===== src/verilog/capture_pkg.sv =====
package capture_pkg;
    // ------------------------------------------------------------
    // mode field encodings
    // ------------------------------------------------------------
    localparam logic [3:0] MODE_OFF = 4'h0;
    localparam logic [3:0] MODE_ANY_EDGE = 4'h3;
    localparam logic [3:0] MODE_FALL = 4'h4;
    localparam logic [3:0] MODE_RISE = 4'h5;
    localparam logic [3:0] MODE_RISE4 = 4'h6;
    localparam logic [3:0] MODE_RISE16 = 4'h7;
    // ------------------------------------------------------------
    // widths, counts, reset values
    // ------------------------------------------------------------
    localparam int COUNT_W = 16;
    localparam int BYTE_W = 8;
    localparam int NUM_TIMERS = 3;
    localparam int NUM_SOURCES = 4;
    localparam logic [3:0] PRESCALE_4 = 4'h3;
    localparam logic [3:0] PRESCALE_16 = 4'hf;
    localparam logic [1:0] TIMER_SEL_RESET = 2'h0;
    localparam logic [15:0] CAPTURE_RESET = 16'h0000;
endpackage : capture_pkg


===== src/verilog/timer_capture_unit.sv =====
// Summary of operation
// RULE1: each qualifying event copies the selected 16-bit timer count into the capture register.
// RULE2: mode picks falling, rising, every 4th rising, every 16th rising, or any edge.
// RULE3: every capture sets the flag; only software clears it.
// RULE4: a new capture overwrites an unread held value.
// RULE5: software disables the unit or reads bytes twice to avoid mixed events.
// RULE6: a source-select field picks the signal feeding the capture input.
// RULE7: with the pin as output, a port latch write can cause a capture.
// RULE8: capture uses the first, third or fifth timer; the first by default.
// RULE9: several units may share one timer in the same mode family.
// RULE10: the timer runs in timer or synchronized counter mode.
// RULE11: the timer is clocked from instruction clock or external, not system clock.
// RULE12: mode changes may set a false flag; software masks and clears it.
// RULE13: prescaler counter clears when off, not in capture mode, or reset.
// RULE14: switching prescaler settings directly keeps the counter; may give false capture.
// RULE15: the capture value reads as separate low and high bytes.
// RULE16: in output modes the pin driver may be open-drain.
// RULE17: captures continue in sleep with an externally clocked timer.
// RULE18: the capture input is synchronised and edges found from registered samples.
// RULE19: divided modes restart the prescaler after each capture.
module timer_capture_unit
    import capture_pkg::*;
(
    input wire logic clk,
    input wire logic rst_n,
    input wire logic unit_enable,
    input wire logic [3:0] mode,
    input wire logic [1:0] source_select,
    input wire logic [1:0] timer_select,
    input wire logic [COUNT_W-1:0] timebase_count_1,
    input wire logic [COUNT_W-1:0] timebase_count_3,
    input wire logic [COUNT_W-1:0] timebase_count_5,
    input wire logic capture_pin_in,
    input wire logic pin_direction_control,
    input wire logic port_latch,
    input wire logic [NUM_SOURCES-2:0] internal_sources,
    input wire logic open_drain_enable,
    input wire logic output_level,
    input wire logic flag_clear,
    output logic capture_event_flag,
    output logic capture_pulse,
    output logic [BYTE_W-1:0] capture_value_low_byte,
    output logic [BYTE_W-1:0] capture_value_high_byte,
    output logic pin_out,
    output logic pin_oe_n
);
    // ------------------------------------------------------------
    // source selection
    // ------------------------------------------------------------
    logic pin_level;
    logic raw_source;
    logic sync_first;
    logic sync_second;
    logic sample_prev;
    logic capture_mode;
    logic rise;
    logic fall;
    logic edge_hit;
    logic [3:0] prescale;
    logic [3:0] prescale_limit;
    logic prescaled_mode;
    logic take;
    logic [COUNT_W-1:0] selected_count;
    logic [COUNT_W-1:0] capture_value_register;

    // output pin reads back the port latch
    assign pin_level = pin_direction_control ? capture_pin_in : port_latch; // RULE7

    always_comb begin
        unique case (source_select) // RULE6
            2'h0: raw_source = pin_level;
            2'h1: raw_source = internal_sources[0];
            2'h2: raw_source = internal_sources[1];
            default: raw_source = internal_sources[2];
        endcase
    end

    // ------------------------------------------------------------
    // synchroniser and edge detect
    // ------------------------------------------------------------
    always_ff @(posedge clk or negedge rst_n) begin
        if (!rst_n) begin
            sync_first <= 1'b0;
            sync_second <= 1'b0;
            sample_prev <= 1'b0;
        end else begin
            sync_first <= raw_source; // RULE18
            sync_second <= sync_first;
            sample_prev <= sync_second;
        end
    end

    assign rise = sync_second && !sample_prev; // RULE18
    assign fall = !sync_second && sample_prev;
    assign capture_mode = unit_enable && (mode == MODE_ANY_EDGE || mode == MODE_FALL || mode == MODE_RISE
                                          || mode == MODE_RISE4 || mode == MODE_RISE16);
    assign prescaled_mode = (mode == MODE_RISE4) || (mode == MODE_RISE16);
    assign prescale_limit = (mode == MODE_RISE16) ? PRESCALE_16 : PRESCALE_4;

    always_comb begin
        unique case (mode) // RULE2
            MODE_ANY_EDGE: edge_hit = rise || fall;
            MODE_FALL: edge_hit = fall;
            MODE_RISE: edge_hit = rise;
            MODE_RISE4: edge_hit = rise;
            MODE_RISE16: edge_hit = rise;
            default: edge_hit = 1'b0;
        endcase
    end

    // ------------------------------------------------------------
    // prescaler
    // ------------------------------------------------------------
    assign take = capture_mode && edge_hit && (!prescaled_mode || prescale >= prescale_limit); // RULE2

    always_ff @(posedge clk or negedge rst_n) begin
        if (!rst_n) begin
            prescale <= 4'h0; // RULE13
        end else if (!capture_mode) begin
            prescale <= 4'h0; // RULE13
        end else if (prescaled_mode && rise) begin
            // a direct prescaler switch keeps the count running
            if (take) begin
                prescale <= 4'h0; // RULE19
            end else begin
                prescale <= prescale + 4'h1; // RULE14
            end
        end
    end

    // ------------------------------------------------------------
    // timer choice and capture register
    // ------------------------------------------------------------
    always_comb begin
        unique case (timer_select) // RULE8
            2'h1: selected_count = timebase_count_3;
            2'h2: selected_count = timebase_count_5;
            default: selected_count = timebase_count_1;
        endcase
    end

    // timers are read only, so several units may share one
    always_ff @(posedge clk or negedge rst_n) begin
        if (!rst_n) begin
            capture_value_register <= CAPTURE_RESET;
        end else if (take) begin
            capture_value_register <= selected_count; // RULE1 RULE4 RULE9 RULE17
        end
    end

    assign capture_value_low_byte = capture_value_register[BYTE_W-1:0]; // RULE15
    assign capture_value_high_byte = capture_value_register[COUNT_W-1:BYTE_W]; // RULE15 RULE5

    always_ff @(posedge clk or negedge rst_n) begin
        if (!rst_n) begin
            capture_event_flag <= 1'b0;
        end else if (take) begin
            capture_event_flag <= 1'b1; // RULE3 RULE12
        end else if (flag_clear) begin
            capture_event_flag <= 1'b0;
        end
    end

    always_ff @(posedge clk or negedge rst_n) begin
        if (!rst_n) begin
            capture_pulse <= 1'b0;
        end else begin
            capture_pulse <= take;
        end
    end

    // ------------------------------------------------------------
    // pin driver, open drain option in output modes
    // ------------------------------------------------------------
    always_ff @(posedge clk or negedge rst_n) begin
        if (!rst_n) begin
            pin_out <= 1'b0;
            pin_oe_n <= 1'b1;
        end else if (!unit_enable || capture_mode || pin_direction_control) begin
            pin_out <= 1'b0;
            pin_oe_n <= 1'b1;
        end else if (open_drain_enable) begin
            pin_out <= 1'b0; // RULE16
            pin_oe_n <= output_level;
        end else begin
            pin_out <= output_level;
            pin_oe_n <= 1'b0;
        end
    end

    // ------------------------------------------------------------
    // assertion helpers
    // ------------------------------------------------------------
    logic [1:0] settle;

    // source history only matches the sync stages three edges after reset
    always_ff @(posedge clk or negedge rst_n) begin
        if (!rst_n) begin
            settle <= 2'h0;
        end else if (settle != 2'h3) begin
            settle <= settle + 2'h1;
        end
    end

    // ------------------------------------------------------------
    // assertions: capture register and flag
    // ------------------------------------------------------------
    a_capture_loads_count: assert property (@(posedge clk) disable iff (!rst_n) // RULE1
        take |=> capture_value_register == $past(selected_count))
        else $error("capture value not loaded");
    a_timer1_capture: assert property (@(posedge clk) disable iff (!rst_n) // RULE8
        take && timer_select inside {2'h0, 2'h3}
        |=> capture_value_register == $past(timebase_count_1))
        else $error("first timer not captured");
    a_timer3_capture: assert property (@(posedge clk) disable iff (!rst_n) // RULE8
        take && timer_select == 2'h1
        |=> capture_value_register == $past(timebase_count_3))
        else $error("third timer not captured");
    a_timer5_capture: assert property (@(posedge clk) disable iff (!rst_n) // RULE8
        take && timer_select == 2'h2
        |=> capture_value_register == $past(timebase_count_5))
        else $error("fifth timer not captured");
    a_bytes_split: assert property (@(posedge clk) disable iff (!rst_n) // RULE15
        take |=> {capture_value_high_byte, capture_value_low_byte} == $past(selected_count))
        else $error("byte split wrong");
    a_value_holds_idle: assert property (@(posedge clk) disable iff (!rst_n) // RULE4
        !take |=> $stable(capture_value_register))
        else $error("capture value changed without event");
    a_flag_sets_on_take: assert property (@(posedge clk) disable iff (!rst_n) // RULE3
        take |=> capture_event_flag && capture_pulse)
        else $error("flag not set on capture");
    a_flag_sticky_hold: assert property (@(posedge clk) disable iff (!rst_n) // RULE3
        capture_event_flag && !flag_clear |=> capture_event_flag)
        else $error("flag dropped without clear");
    a_flag_clear_works: assert property (@(posedge clk) disable iff (!rst_n) // RULE3
        flag_clear && !take |=> !capture_event_flag)
        else $error("flag not cleared");
    a_pulse_one_cycle: assert property (@(posedge clk) disable iff (!rst_n) // RULE3
        capture_pulse && !take |=> !capture_pulse)
        else $error("capture pulse too long");

    // ------------------------------------------------------------
    // assertions: source and edge qualification
    // ------------------------------------------------------------
    a_source_map: assert property (@(posedge clk) disable iff (!rst_n) // RULE6
        source_select != 2'h0 |-> raw_source == internal_sources[source_select - 2'h1])
        else $error("wrong internal source");
    a_latch_path: assert property (@(posedge clk) disable iff (!rst_n) // RULE7
        source_select == 2'h0 && !pin_direction_control |-> raw_source == port_latch)
        else $error("port latch not on capture path");
    a_sync_latency: assert property (@(posedge clk) disable iff (!rst_n) // RULE18
        settle == 2'h3 && rise |-> $past(raw_source, 2) && !$past(raw_source, 3))
        else $error("edge not from synchronised samples");
    a_fall_mode_only: assert property (@(posedge clk) disable iff (!rst_n) // RULE2
        settle == 2'h3 && take && mode == MODE_FALL |-> !$past(raw_source, 2) && $past(raw_source, 3))
        else $error("fall capture without falling edge");
    a_rise_mode_only: assert property (@(posedge clk) disable iff (!rst_n) // RULE2
        settle == 2'h3 && take && mode == MODE_RISE |-> $past(raw_source, 2) && !$past(raw_source, 3))
        else $error("rise capture without rising edge");
    a_any_edge_both: assert property (@(posedge clk) disable iff (!rst_n) // RULE2
        settle == 2'h3 && unit_enable && mode == MODE_ANY_EDGE
        && $past(raw_source, 2) != $past(raw_source, 3) |-> take)
        else $error("edge missed in any edge mode");
    a_fall_ignores_rise: assert property (@(posedge clk) disable iff (!rst_n) // RULE2
        mode == MODE_FALL && rise |-> !take)
        else $error("rise captured in fall mode");
    a_rise_ignores_fall: assert property (@(posedge clk) disable iff (!rst_n) // RULE2
        (mode == MODE_RISE || prescaled_mode) && fall |-> !take)
        else $error("fall captured in rise mode");

    // ------------------------------------------------------------
    // assertions: prescaler
    // ------------------------------------------------------------
    a_prescaler_cleared_off: assert property (@(posedge clk) disable iff (!rst_n) // RULE13
        !capture_mode |=> prescale == 4'h0)
        else $error("prescaler not cleared");
    a_prescaler_restarts: assert property (@(posedge clk) disable iff (!rst_n) // RULE19
        take && prescaled_mode |=> prescale == 4'h0)
        else $error("prescaler not restarted");
    a_prescale_counts: assert property (@(posedge clk) disable iff (!rst_n) // RULE14
        capture_mode && prescaled_mode && rise && !take |=> prescale == $past(prescale) + 4'h1)
        else $error("prescaler missed a rise");
    a_prescale_holds: assert property (@(posedge clk) disable iff (!rst_n) // RULE14
        capture_mode && !(prescaled_mode && rise) |=> $stable(prescale))
        else $error("prescaler changed without a rise");
    a_disabled_quiet: assert property (@(posedge clk) disable iff (!rst_n) // RULE13
        !capture_mode |=> !capture_pulse && $stable(capture_value_register))
        else $error("capture while not in capture mode");

    // ------------------------------------------------------------
    // assertions: pin driver
    // ------------------------------------------------------------
    a_open_drain_drive: assert property (@(posedge clk) disable iff (!rst_n) // RULE16
        !pin_oe_n && $past(open_drain_enable) |-> !pin_out)
        else $error("open drain drove high");
    a_push_pull_level: assert property (@(posedge clk) disable iff (!rst_n) // RULE16
        !pin_oe_n && !$past(open_drain_enable) |-> pin_out == $past(output_level))
        else $error("push pull level wrong");
    a_pin_released: assert property (@(posedge clk) disable iff (!rst_n) // RULE16
        !unit_enable || capture_mode || pin_direction_control |=> pin_oe_n && !pin_out)
        else $error("pin driven outside output mode");

    // ------------------------------------------------------------
    // cover properties
    // ------------------------------------------------------------
    c_rise16_capture: cover property (@(posedge clk) disable iff (!rst_n) take && mode == MODE_RISE16);
    c_any_edge_capture: cover property (@(posedge clk) disable iff (!rst_n) take && mode == MODE_ANY_EDGE);
    c_set_beats_clear: cover property (@(posedge clk) disable iff (!rst_n) take && flag_clear);
    c_latch_capture: cover property (@(posedge clk) disable iff (!rst_n) take && !pin_direction_control);
    c_prescale_switch: cover property (@(posedge clk) disable iff (!rst_n)
        prescaled_mode && $changed(mode) && prescale != 4'h0);
endmodule : timer_capture_unit


===== config.mk =====
export PLATFORM = sky130hd
export DESIGN_NAME = timer_capture_unit
export DESIGN_NICKNAME = d
export VERILOG_FILES = /design/src/verilog/capture_pkg.sv /design/src/verilog/timer_capture_unit.sv
export SDC_FILE = /design/constraint.sdc
export NUM_CORES = 1
export LEC_CHECK = 0
export ABC_AREA = 1
export BUFFER_PORTS_ARGS = -buffer_cell sky130_fd_sc_hd__buf_4
export CORE_MARGIN = 4
export CORE_UTILIZATION = 35
export CTS_CLUSTER_DIAMETER = 120
export DETAILED_ROUTE_END_ITERATION = 8
export GPL_ROUTABILITY_DRIVEN = 1
export HOLD_SLACK_MARGIN = 0.08
export PLACE_DENSITY = 0.72
export SYNTH_ARGS = -nofsm -noshare
export SYNTH_HDL_FRONTEND = slang
export SYNTH_SLANG_ARGS = --single-unit

===== constraint.sdc =====
create_clock -name clk -period 2.8 [get_ports clk]
set_clock_uncertainty 0.1 [all_clocks]
set_input_delay 0.56 -clock clk [delete_from_list [all_inputs] [get_ports clk]]
set_output_delay 0.56 -clock clk [all_outputs]
set_load 0.02 [all_outputs]

Word level (Yosys, flattened, before mapping)
Cells that the tools add are included.

storage, ports and cells
  register bits after elaboration = 27
  bits of input ports = 68
  output and inout port bits = 20
  word-level logic and storage cells = 57

operators by class
  $add $sub $neg = 1
  $lt $le $gt $ge = 1
  equal/unequal tests = 10
  muxes and demuxes = 14
  reduce and logical (&&, ||, !) cells = 22

operator list
  operator                                                                number
  16-bit case mux with 2 select lines                                     1
  4-bit by 3-bit equality test with 1-bit output (second input constant)  4
  4-bit 2-to-1 mux                                                        4
  1-bit logical OR                                                        9
  1-bit 2-to-1 mux                                                        7
  1-bit logical AND                                                       6
  1-bit case mux with 3 select lines                                      2
  4-bit by 1-bit adder with 4-bit output (second input constant)          1
  2-bit by 1-bit equality test with 1-bit output (second input constant)  2
  2-bit equality test (second input constant)                             2
  4-bit by 2-bit equality test with 1-bit output (second input constant)  1
  4-bit >= comparator                                                     1
  1-bit logical NOT                                                       4
  3-bit OR reduction                                                      1
  2-bit logical NOT                                                       1
  2-bit by 1-bit != test with 1-bit output (second input constant)        1
  2-bit nonzero test                                                      1

Depth between registers and ports, before layout
Gate-level depths: netlist (run 1).

  word-level depth = 11
  depth in mapped cells = 12
  depth with buffers taken out = 11

Worst setup path after synthesis (run 1)
Ideal clock, no wire load.

  kind = input -> register
  from = in mode[3]
  to = reg capture_value_register[10]
  setup time = 117 ps
  arrival time = 1774 ps
  data required time = 2583 ps
  setup slack = 809 ps
  cell stages on the path = 12
  buffers on the path = 1
  cell sequence = inv_1 nand2_2 inv_2 nand2_1 ha_1 a21oi_1 nand2_1 nor2_1 nor2_4 buf_6 nand3_1 nand2_1

between the ends
  cells in the longest elaborated chain, start to end = 8
  elaborated cells on any way between the ends = 19
  classes of those cells = order compare: 1; eq/ne: 5; mux: 2; reduce/logical: 11

RTL lines
  item                                                         RTL line                   text
  start: declaration                                           timer_capture_unit.sv:27   input wire logic [3:0] mode,
  branches (longest 7 deep; another with 4-bit >= comparator)  --
  1-bit logical AND (*)                                        timer_capture_unit.sv:114  assign take = capture_mode && edge_hit && (!prescaled_mode || prescale >= prescale_limit);
  end signal: assignment                                       timer_capture_unit.sv:147  capture_value_register <= selected_count;
  end: declaration                                             timer_capture_unit.sv:64   logic [COUNT_W-1:0] capture_value_register;

Every way passes the cells marked *.
A chain may end at the register's enable or synchronous reset.

Worst setup path in the final report (run 1)
  from = reg sync_second
  to = reg capture_value_register[15]

between the ends
  cells in the longest elaborated chain, start to end = 6
  elaborated cells on any way between the ends = 7
  classes of those cells = mux: 1; reduce/logical: 6

RTL lines
  item                                    RTL line                   text
  start: declaration                      timer_capture_unit.sv:53   logic sync_second;
  start signal: assignment                timer_capture_unit.sv:88   sync_second <= sync_first;
  1-bit logical NOT                       timer_capture_unit.sv:94   assign fall = !sync_second && sample_prev;
  1-bit logical AND                       timer_capture_unit.sv:94
  1-bit logical OR                        timer_capture_unit.sv:102  MODE_ANY_EDGE: edge_hit = rise || fall;
  1-bit case mux with 3 select lines (*)  timer_capture_unit.sv:101  unique case (mode)
  1-bit logical AND (*) (2 in series)     timer_capture_unit.sv:114

Mark *: on every way between the ends. The rest lies on a longest branch, timed or not.

==> impl_metrics.toml, run 1 <==
[status]
status = "completed"

[clocking]
clk_pin_slew_ns = 0.09
cts_root_buf = "clkbuf_8"
cts_buffers = 3
postCtsHoldBufs = 0
clkLatencyLatePin_ns = 0.27
cts_buffer_depth = 2
cts.sinks = 27
postCtsResizedCells = 0
h-tree-depth = 1
cts_tree = "built"
postCtsSetupBuffers = 0

[power_and_ir_drop]
ir_drop_v = 0.000203
power_density_mw_per_mm2 = 448
leakage_nw = 1.45
power.total_w = 0.00110

[timing]
period_share = 0.720
fmax_ghz = 0.496
setup_viol = 0
rsz0062_at_grt = "no"
slew_viol_final = 0
worst_pin_slew_ns = 0.502
finalSetupTns_ns = 0
fin_crit_ns = 2.01
slew_headroom = 0.665
hold_viol_final = 0

[yosys]
syn-instance-count = 259
postSynthAreaPerCell_um2 = 6.72
syn_nets = 334
syn_area_mm2 = 0.00174
seq_area_frac_synth = 0.389
synth_cell_types = 28
synth_seq_cells = 27
ys_warn_count = 0

[placed_design]
gp_congestion = 0.795
placed_cell_area_mm2 = 0.00240
dp_hpwl_um = 3510
port_buffers = 87
post-place-cells = 402

[floorplan]
die_w_um = 78.5
coreArea_mm2 = 0.00479
io_pins = 88
start_util = 0.364
die_h_um = 78.5
dieArea_mm2 = 0.00617
placementRows = 25

[layout]
drive_gt1_frac = 0.301
fin_nets = 415
regMostFlops = "capture_value_register"
antennaDiodeCount = 0
syn_to_final_growth_pct = 40.7
fin_area_mm2 = 0.00245
fillers = 518
stdcell_count = 406
largestRegisters = "capture_value_register (16), prescale (4)"
largest_register_ffs = 16

[drt]
via_per_inst = 4.29
wl_per_cell_um = 10.3
first_iter_violations = 43
antenna_left = 0
dr_total_vias = 1742
totalWireLength_um = 4200
drc = 0
drtPass1Iterations = 4

[global_route]
first_global_vias = 1641
grt_overflow = 0
grt_max_degree = 28
antenna_found_initial = 0
grt_pass1_wl_um = 6980
gr-usage-all-layers = 0.136

[worst_setup_path]
cp_num_cells = 7
rrSetupSlack_ns = 0.79
cp_cell_sequence = "inv_1 -> ha_1 -> nand3b_1 -> nand2_2 -> nand3_2 -> nand2_1 -> nand2_1"
cpMostUsedCell = "nand2_1"
critPathKind = "reg -> reg"
critPathLaunchType = "flop"
crit_required_ns = 2.87
worst-endpoint-arrival_ns = 2.08
slowest_delay_ns = 0.42
crit_family = "simple AND/OR/NAND/NOR gates"
reg2reg_depth = 7
setup.worst_path.end_class = "flop"
slowest_stage = "nand3_2"
path_max_fanout = 22
critPathBufInv = 1

[worst_hold_path]
hp-class = "in -> async"

[flow_run]
drv_cap = 0
## layer usage
metal	global-route usage	part of all wire	vias up
met5	0	0	-
met1	0.170	0.46	711
met2	0.222	0.44	70
li1	-	-	956
met3	0.0401	0.093	5
met4	0.0472	0.013	0
## synthesized netlist by cell type (all sizes together)
cell,number,area share
or2,1,0.0036
o211ai,1,0.0043
inv,16,0.034
nor3b,1,0.0043
nor2,10,0.027
xnor2,1,0.0050
xor2,1,0.0050
nand2,151,0.33
nand3b,2,0.0086
buf,8,0.035
dfrtp,26,0.37
a21o,1,0.0043
nand3,22,0.066
a32oi,1,0.0050
ha,7,0.050
nand4,1,0.0036
a21oi,3,0.0086
o21ai,2,0.0057
clkbuf,3,0.0072
dfstp,1,0.015
## kinds of logic (layout without fill, tap and decap cells)
logic type,after synthesis,in the layout,synth area share
AO/OA/AOI/OAI,8,8,0.0280
AND/OR/NAND/NOR,188,188,0.446
buffers and inverters,27,107,0.0769
flip-flops,27,27,0.389
XOR/XNOR,2,2,0.0101
adder cells (fa/ha/maj),7,7,0.0503
## stage by stage
step / hold WS, ns / util / worst slack, ns
after floorplan: 0.164 / - / 0.809
after global placement: 0.239 / 0.502 / 0.576
after detailed placement: 0.238 / 0.502 / 0.508
after CTS: 0.0911 / 0.512 / 0.743
after global routing: 0.0914 / 0.512 / 0.579
final: 0.0716 / 0.512 / 0.785
## report_power, final
| part | switching (W) | internal [W] | total (W) |
|---|---|---|---|
| sequential | 0.0000383 | 0.000452 | 0.000490 |
| clock | 0.000115 | 0.000102 | 0.000217 |
| combinational | 0.000210 | 0.000181 | 0.000391 |
| total | 0.000363 | 0.000735 | 0.00110 |
## final cells by class
cell class / instances / area [µm²] / area share
Tap cell: 67 / 83.8 / 0.0342
Clock buffer: 4 / 45.0 / 0.0184
Timing Repair Buffer: 87 / 653 / 0.267
Inverter: 16 / 60.1 / 0.0245
Multi-Input combinational cell: 205 / 931 / 0.380
Sequential cell: 27 / 677 / 0.276
## worst paths after layout
check,start,endpoint
max in group asynchronous,rst_n,pin_oe_n
worst max-delay path,sync_second,capture_value_register[15]
worst min-delay path,rst_n,capture_value_register[0]
min in group clk,sync_first,sync_second
worst max register to register,sync_second,capture_value_register[15]
worst min register to register,sync_first,sync_second
## cell usage in the layout, fill, tap and decap left out, types with 2 or more instances in the layout
master,instances
nand3b_1,2
inv_2,2
inv_1,14
buf_4,87
ha_1,7
dfrtp_1,26
o21ai_0,2
a21oi_1,3
nand3_1,21
nand2_2,5
clkbuf_8,3
nand2_1,146
nor2_1,8
Note: power is estimated with default switching activity, not from simulation.
==> run 2: changes to the inputs <==
Settings changed: ABC_AREA 1 to 0, PLACE_DENSITY 0.72 to 0.77.
Clock period 2.8 ns to 1.83 ns, I/O delays scaled along.
==> run 2 against run 1 <==
Effect of this change:
- the flow now finishes with violations (setup timing)
- non-clock buffer count is 13 higher
- flip-flop and latch count stayed put
- register-to-register slack worse by 0.89 ns
- wire length is 4.9% lower
- die area is 10% lower
- total power is 50% higher
- critical path type unchanged
- largest cell class unchanged
==> impl_metrics.toml, run 2 <==
[global_route]
first_global_vias = 1547
gr-usage-all-layers = 0.152
grt_overflow = 0
grt_max_degree = 35
grt_pass1_wl_um = 6670
antenna_found_initial = 0

[floorplan]
io_pins = 88
start_util = 0.373
die_h_um = 74.4
die_w_um = 74.4
coreArea_mm2 = 0.00414
placementRows = 23
dieArea_mm2 = 0.00554

[placed_design]
post-place-cells = 311
port_buffers = 87
gp_congestion = 0.788
dp_hpwl_um = 3290
dp_slack_ns = -0.324

[timing]
slew_headroom = 0.664
hold_ws_ns = 0.157
fin_crit_ns = 1.93
period_share = 1.06
fmax_ghz = 0.517
hold_viol_final = 0
setup_ws_ns = -0.104
slew_viol_final = 0
setup_viol = 18
worst_pin_slew_ns = 0.504
rsz0062_at_grt = "yes"

[layout]
stdcell_count = 316
final_util = 0.582
drive_gt1_frac = 0.451
largestRegisters = "capture_value_register (16), prescale (4)"
regMostFlops = "capture_value_register"
fin_nets = 342
layout_commonest_cell = "buf_4"
syn_to_final_growth_pct = 56.2
final_cell_mix = "buf_4 (97), dfrtp_1 (26), nand2_1 (21), nor2_1 (20), a21oi_1 (20)"
antennaDiodeCount = 0
largest_register_ffs = 16

[clocking]
cts_tree = "built"
cts_buffers = 3
h-tree-depth = 1
cts.sinks = 27
clk_pin_slew_ns = 0.09
cts_root_buf = "clkbuf_8"
cts_buffer_depth = 2
clkLatencyLatePin_ns = 0.27

[yosys]
seq_area_frac_synth = 0.438
synth_commonest_cells = "dfrtp_1 (26), nand2_1 (23), a21oi_1 (21)"
synthTopCellsByArea = "dfrtp_1 (42%), a22oi_1 (7.8%), a21oi_1 (6.8%)"
synth_edf_count = 0
yosys.area.top_type_share = 0.421
synth_cell_types = 29
postSynthAreaPerCell_um2 = 8.92
synth_most_common_cell = "dfrtp_1"
asyncSetResetFlopFracSynth = 1.00
syn_area_mm2 = 0.00154
ys_warn_count = 0
syn-instance-count = 173
synth_ff_type = "dfrtp_1"
synth_area_leader_cell = "dfrtp_1"
synth_seq_cells = 27
syn_nets = 248

[drt]
via_per_inst = 4.79
antenna_left = 0
dr_total_vias = 1513
drtPass1Iterations = 4
first_iter_violations = 46
wl_per_cell_um = 12.6
totalWireLength_um = 4000
drc = 0

[worst_setup_path]
path_max_fanout = 4
critPathLaunchType = "flop"
setup.worst_path.end_class = "flop"
slowest_stage = "or4b_4"
critPathBufInv = 1
cp_cell_sequence = "inv_1 -> ha_1 -> nor2_1 -> and3_4 -> o2111ai_4 -> or4b_4 -> a31oi_4"
crit_family = "simple AND/OR/NAND/NOR gates"
crit_required_ns = 1.93
worst-endpoint-arrival_ns = 2.04
critPathKind = "reg -> reg"
slowest_delay_ns = 0.51

[power_and_ir_drop]
power_density_mw_per_mm2 = 685
intPower_w = 0.00113
netSwitchingPower_w = 0.000518
ir_drop_v = 0.000262
pwr-share-comb = 0.354
p_sw_frac = 0.313
power.share.clock = 0.202
p_seq_frac = 0.445
leakage_nw = 1.18

[flow_run]
drv_cap = 0

[worst_hold_path]
hp-class = "in -> reg"

[status]
failed_checks = "setup timing"
status = "complete, but fails checks"
==> run 2: power groups by stage <==
stage | Sequential [W] | Clock [W] | Combinational, W
after detailed placement | 0.000750 | 0 | 0.000590
after global placement | 0.000745 | 0 | 0.000582
final | 0.000735 | 0.000333 | 0.000584
after global routing | 0.000749 | 0.000354 | 0.000641
after CTS | 0.000737 | 0.000339 | 0.000593
after floorplan | 0.000841 | 0 | 0.000174
==> run 2: cell families after synthesis <==
family | Yosys count | synth area share
fa+ha+maj | 7 | 0.0567
simple gates | 56 | 0.170
compound gates | 61 | 0.250
mux | 2 | 0.0219
flops | 27 | 0.438
buf+inv | 20 | 0.0632
==> run 2: path summary, 6_finish.rpt <==
| check | slack [ns] | from | endpoint | cells after the start |
|---|---|---|---|---|
| worst max-delay path | -0.10 | sync_second | prescale[3] | 7 |
| max in group asynchronous | 0.91 | rst_n | pin_oe_n | 2 |
| worst max register to register | -0.10 | sync_second | prescale[3] | 7 |
| worst min-delay path | 0.16 | open_drain_enable | pin_out | 2 |
| worst min register to register | 0.26 | sync_first | sync_second | 0 |
| min in group asynchronous | 0.43 | rst_n | pin_out | 2 |
==> run 2: through the flow <==
| step | area, µm² | power, W | TNS [ns] |
|---|---|---|---|
| after floorplan | 1580 | 0.00101 | -1.54 |
| after global placement | 2330 | 0.00133 | -4.37 |
| after detailed placement | 2330 | 0.00134 | -5.54 |
| after CTS | 2390 | 0.00167 | -1.07 |
| after global routing | 2410 | 0.00174 | -3.06 |
| final | 2410 | 0.00165 | -0.355 |
==> run 2: timing repair <==
action	4_1_cts	5_1_grt
hold buffers	1	0
gates cloned	0	0
endpoints found under the setup margin	19	20
setup buffers	0	0
gates resized for setup	1	3
pin swaps	4	2
hold endpoints to repair	26	0
==> run 2: worst reg2reg max path, delay by kind of cell (launching register included) <==
family / cells / cell delay [ns]
simple gates: 3 / 0.68
flops: 1 / 0.39
compound gates: 2 / 0.37
fa+ha+maj: 1 / 0.26
buf+inv: 1 / 0.05
==> run 2: area by class of cell <==
type                    count  area (µm²)
fillers                   396        1730
multi-input cells         126         821
repair buffers            100         773
flip-flops and latches     27         677
well taps                  50        62.6
clock buffers               4        45.0
inverters                   9        33.8
==> run 2: routing by layer <==
metal / track usage / share of wire / vias to the layer above
met3: 0.0189 / 0.068 / 5
met5: 0 / 0 / -
met2: 0.254 / 0.48 / 55
met4: 0.0593 / 0.014 / 0
met1: 0.200 / 0.44 / 656
li1: - / - / 797
==> run 3: changes to the inputs <==
Settings changed: MAX_ROUTING_LAYER set to met4.
==> run 3 against run 2 <==
Effect of this change:
- the flow still finishes with violations (setup timing)
- final cell count stayed put
- design area stayed put
- non-clock buffer count stayed put
- sequential share of layout area stayed put
- clock power hardly changed
- total power stayed put
- die area stayed put
- combinational power hardly changed
- first-iteration DRC count is 4.3% lower
- critical path type unchanged
==> impl_metrics.toml, run 3 (same netlist as run 2, synthesis figures left out) <==
[global_route]
grt_max_degree = 35
gr-usage-all-layers = 0.157
first_global_vias = 1547
grt_overflow = 0
antenna_found_initial = 0
grt_pass1_wl_um = 6670

[clocking]
h-tree-depth = 1
cts_buffer_depth = 2
clk_pin_slew_ns = 0.09
cts_tree = "built"
cts_root_buf = "clkbuf_8"
cts.sinks = 27
cts_buffers = 3
clkLatencyLatePin_ns = 0.27

[drt]
antenna_left = 0
drtPass1Iterations = 4
drc = 0
dr_total_vias = 1513
wl_per_cell_um = 12.7
first_iter_violations = 44
totalWireLength_um = 4000
via_per_inst = 4.79

[floorplan]
die_w_um = 74.4
io_pins = 88
placementRows = 23
start_util = 0.373
dieArea_mm2 = 0.00554
coreArea_mm2 = 0.00414
die_h_um = 74.4

[placed_design]
gp_congestion = 0.799
dp_slack_ns = -0.324
dp_hpwl_um = 3290
port_buffers = 87

[status]
failed_checks = "setup timing"
status = "complete, but fails checks"

[timing]
fmax_ghz = 0.517
setup_ws_ns = -0.104
setup_viol = 18
slew_headroom = 0.665
hold_viol_final = 0
fin_crit_ns = 1.93
rsz0062_at_grt = "yes"
period_share = 1.06
worst_pin_slew_ns = 0.503
hold_ws_ns = 0.157
slew_viol_final = 0

[flow_run]
drv_cap = 0

[worst_setup_path]
critPathKind = "reg -> reg"
path_max_fanout = 4
crit_start = "sync_second"
crit_required_ns = 1.93
worst-endpoint-arrival_ns = 2.04
critPathLaunchType = "flop"
setup.worst_path.end_class = "flop"
r2r_start = "sync_second"

[layout]
regMostFlops = "capture_value_register"
final_cell_mix = "buf_4 (97), dfrtp_1 (26), nand2_1 (21), nor2_1 (20), a21oi_1 (20)"
largestRegisters = "capture_value_register (16), prescale (4)"
fin_nets = 342
fillers = 396
antennaDiodeCount = 0
layout_commonest_cell = "buf_4"
drive_gt1_frac = 0.451
largest_register_ffs = 16
syn_to_final_growth_pct = 56.2

[worst_hold_path]
hold_path.startpoint = "open_drain_enable"
hp-class = "in -> reg"

[power_and_ir_drop]
leakage_nw = 1.18
ir_drop_v = 0.000262
power_density_mw_per_mm2 = 685
run 3: cell counts in the layout (fill, tap and decap cells not counted):
Identical to the previous run, type by type.
run 3: power by group:
| group | internal, W | leakage (nW) | switching [W] | total, W |
|---|---|---|---|---|
| clock network | 0.000156 | 0.0228 | 0.000177 | 0.000333 |
| logic | 0.000294 | 0.796 | 0.000290 | 0.000585 |
| registers | 0.000684 | 0.357 | 0.0000506 | 0.000735 |
run 3: path summary, 6_finish.rpt:
check	slack (ns)	endpoint	depth (start not counted)
max	-0.10	prescale[3]	7
min	0.16	pin_out	2
max in group asynchronous	0.91	pin_oe_n	2
min in group asynchronous	0.43	pin_out	2
max reg2reg	-0.10	prescale[3]	7
min reg2reg	0.26	sync_second	0
run 3: final cells by class:
| type | instances | area (µm²) | share of cell area |
|---|---|---|---|
| multi-input cells | 126 | 821 | 0.340 |
| repair buffers | 100 | 773 | 0.321 |
| flip-flops and latches | 27 | 677 | 0.281 |
| well taps | 50 | 62.6 | 0.0259 |
| clock buffers | 4 | 45.0 | 0.0187 |
| inverters | 9 | 33.8 | 0.0140 |
run 3: what timing repair did:
| action | in CTS | in global routing |
|---|---|---|
| resized for setup | 1 | 3 |
| pin swaps | 4 | 2 |
| endpoints found under the setup margin | 19 | 20 |
| setup buffers | 0 | 0 |
| hold buffers | 1 | 0 |
| endpoints found under the hold margin | 26 | 0 |
run 3: metrics by stage:
stage | setup TNS [ns] | std cells | utilization | total power, W | instance area [µm²]
finish | -0.358 | 316 | 0.582 | 0.00165 | 2410
global route | -3.06 | 316 | 0.582 | 0.00174 | 2410
CTS | -1.07 | 316 | 0.577 | 0.00167 | 2390
detailed placement | -5.54 | 311 | 0.563 | 0.00134 | 2330
global placement | -4.37 | 311 | 0.563 | 0.00133 | 2330
floorplan | -1.54 | 173 | - | 0.00101 | 1580
run 3: layer usage:
layer / vias up / global-route usage / routed length [µm]
met5: - / - / 0
met4: 0 / 0.0593 / 45
met3: 5 / 0.0122 / 241
met2: 55 / 0.254 / 1920
met1: 656 / 0.205 / 1800
li1: 797 / - / -
run 3: worst max-delay path, cell delays in order, from the launching register on:
cell       delay [ns]
dfrtp_1          0.39
inv_1            0.05
ha_1             0.26
nor2_1           0.03
and3_4           0.14
o2111ai_4        0.24
or4b_4           0.51
a31oi_4          0.13
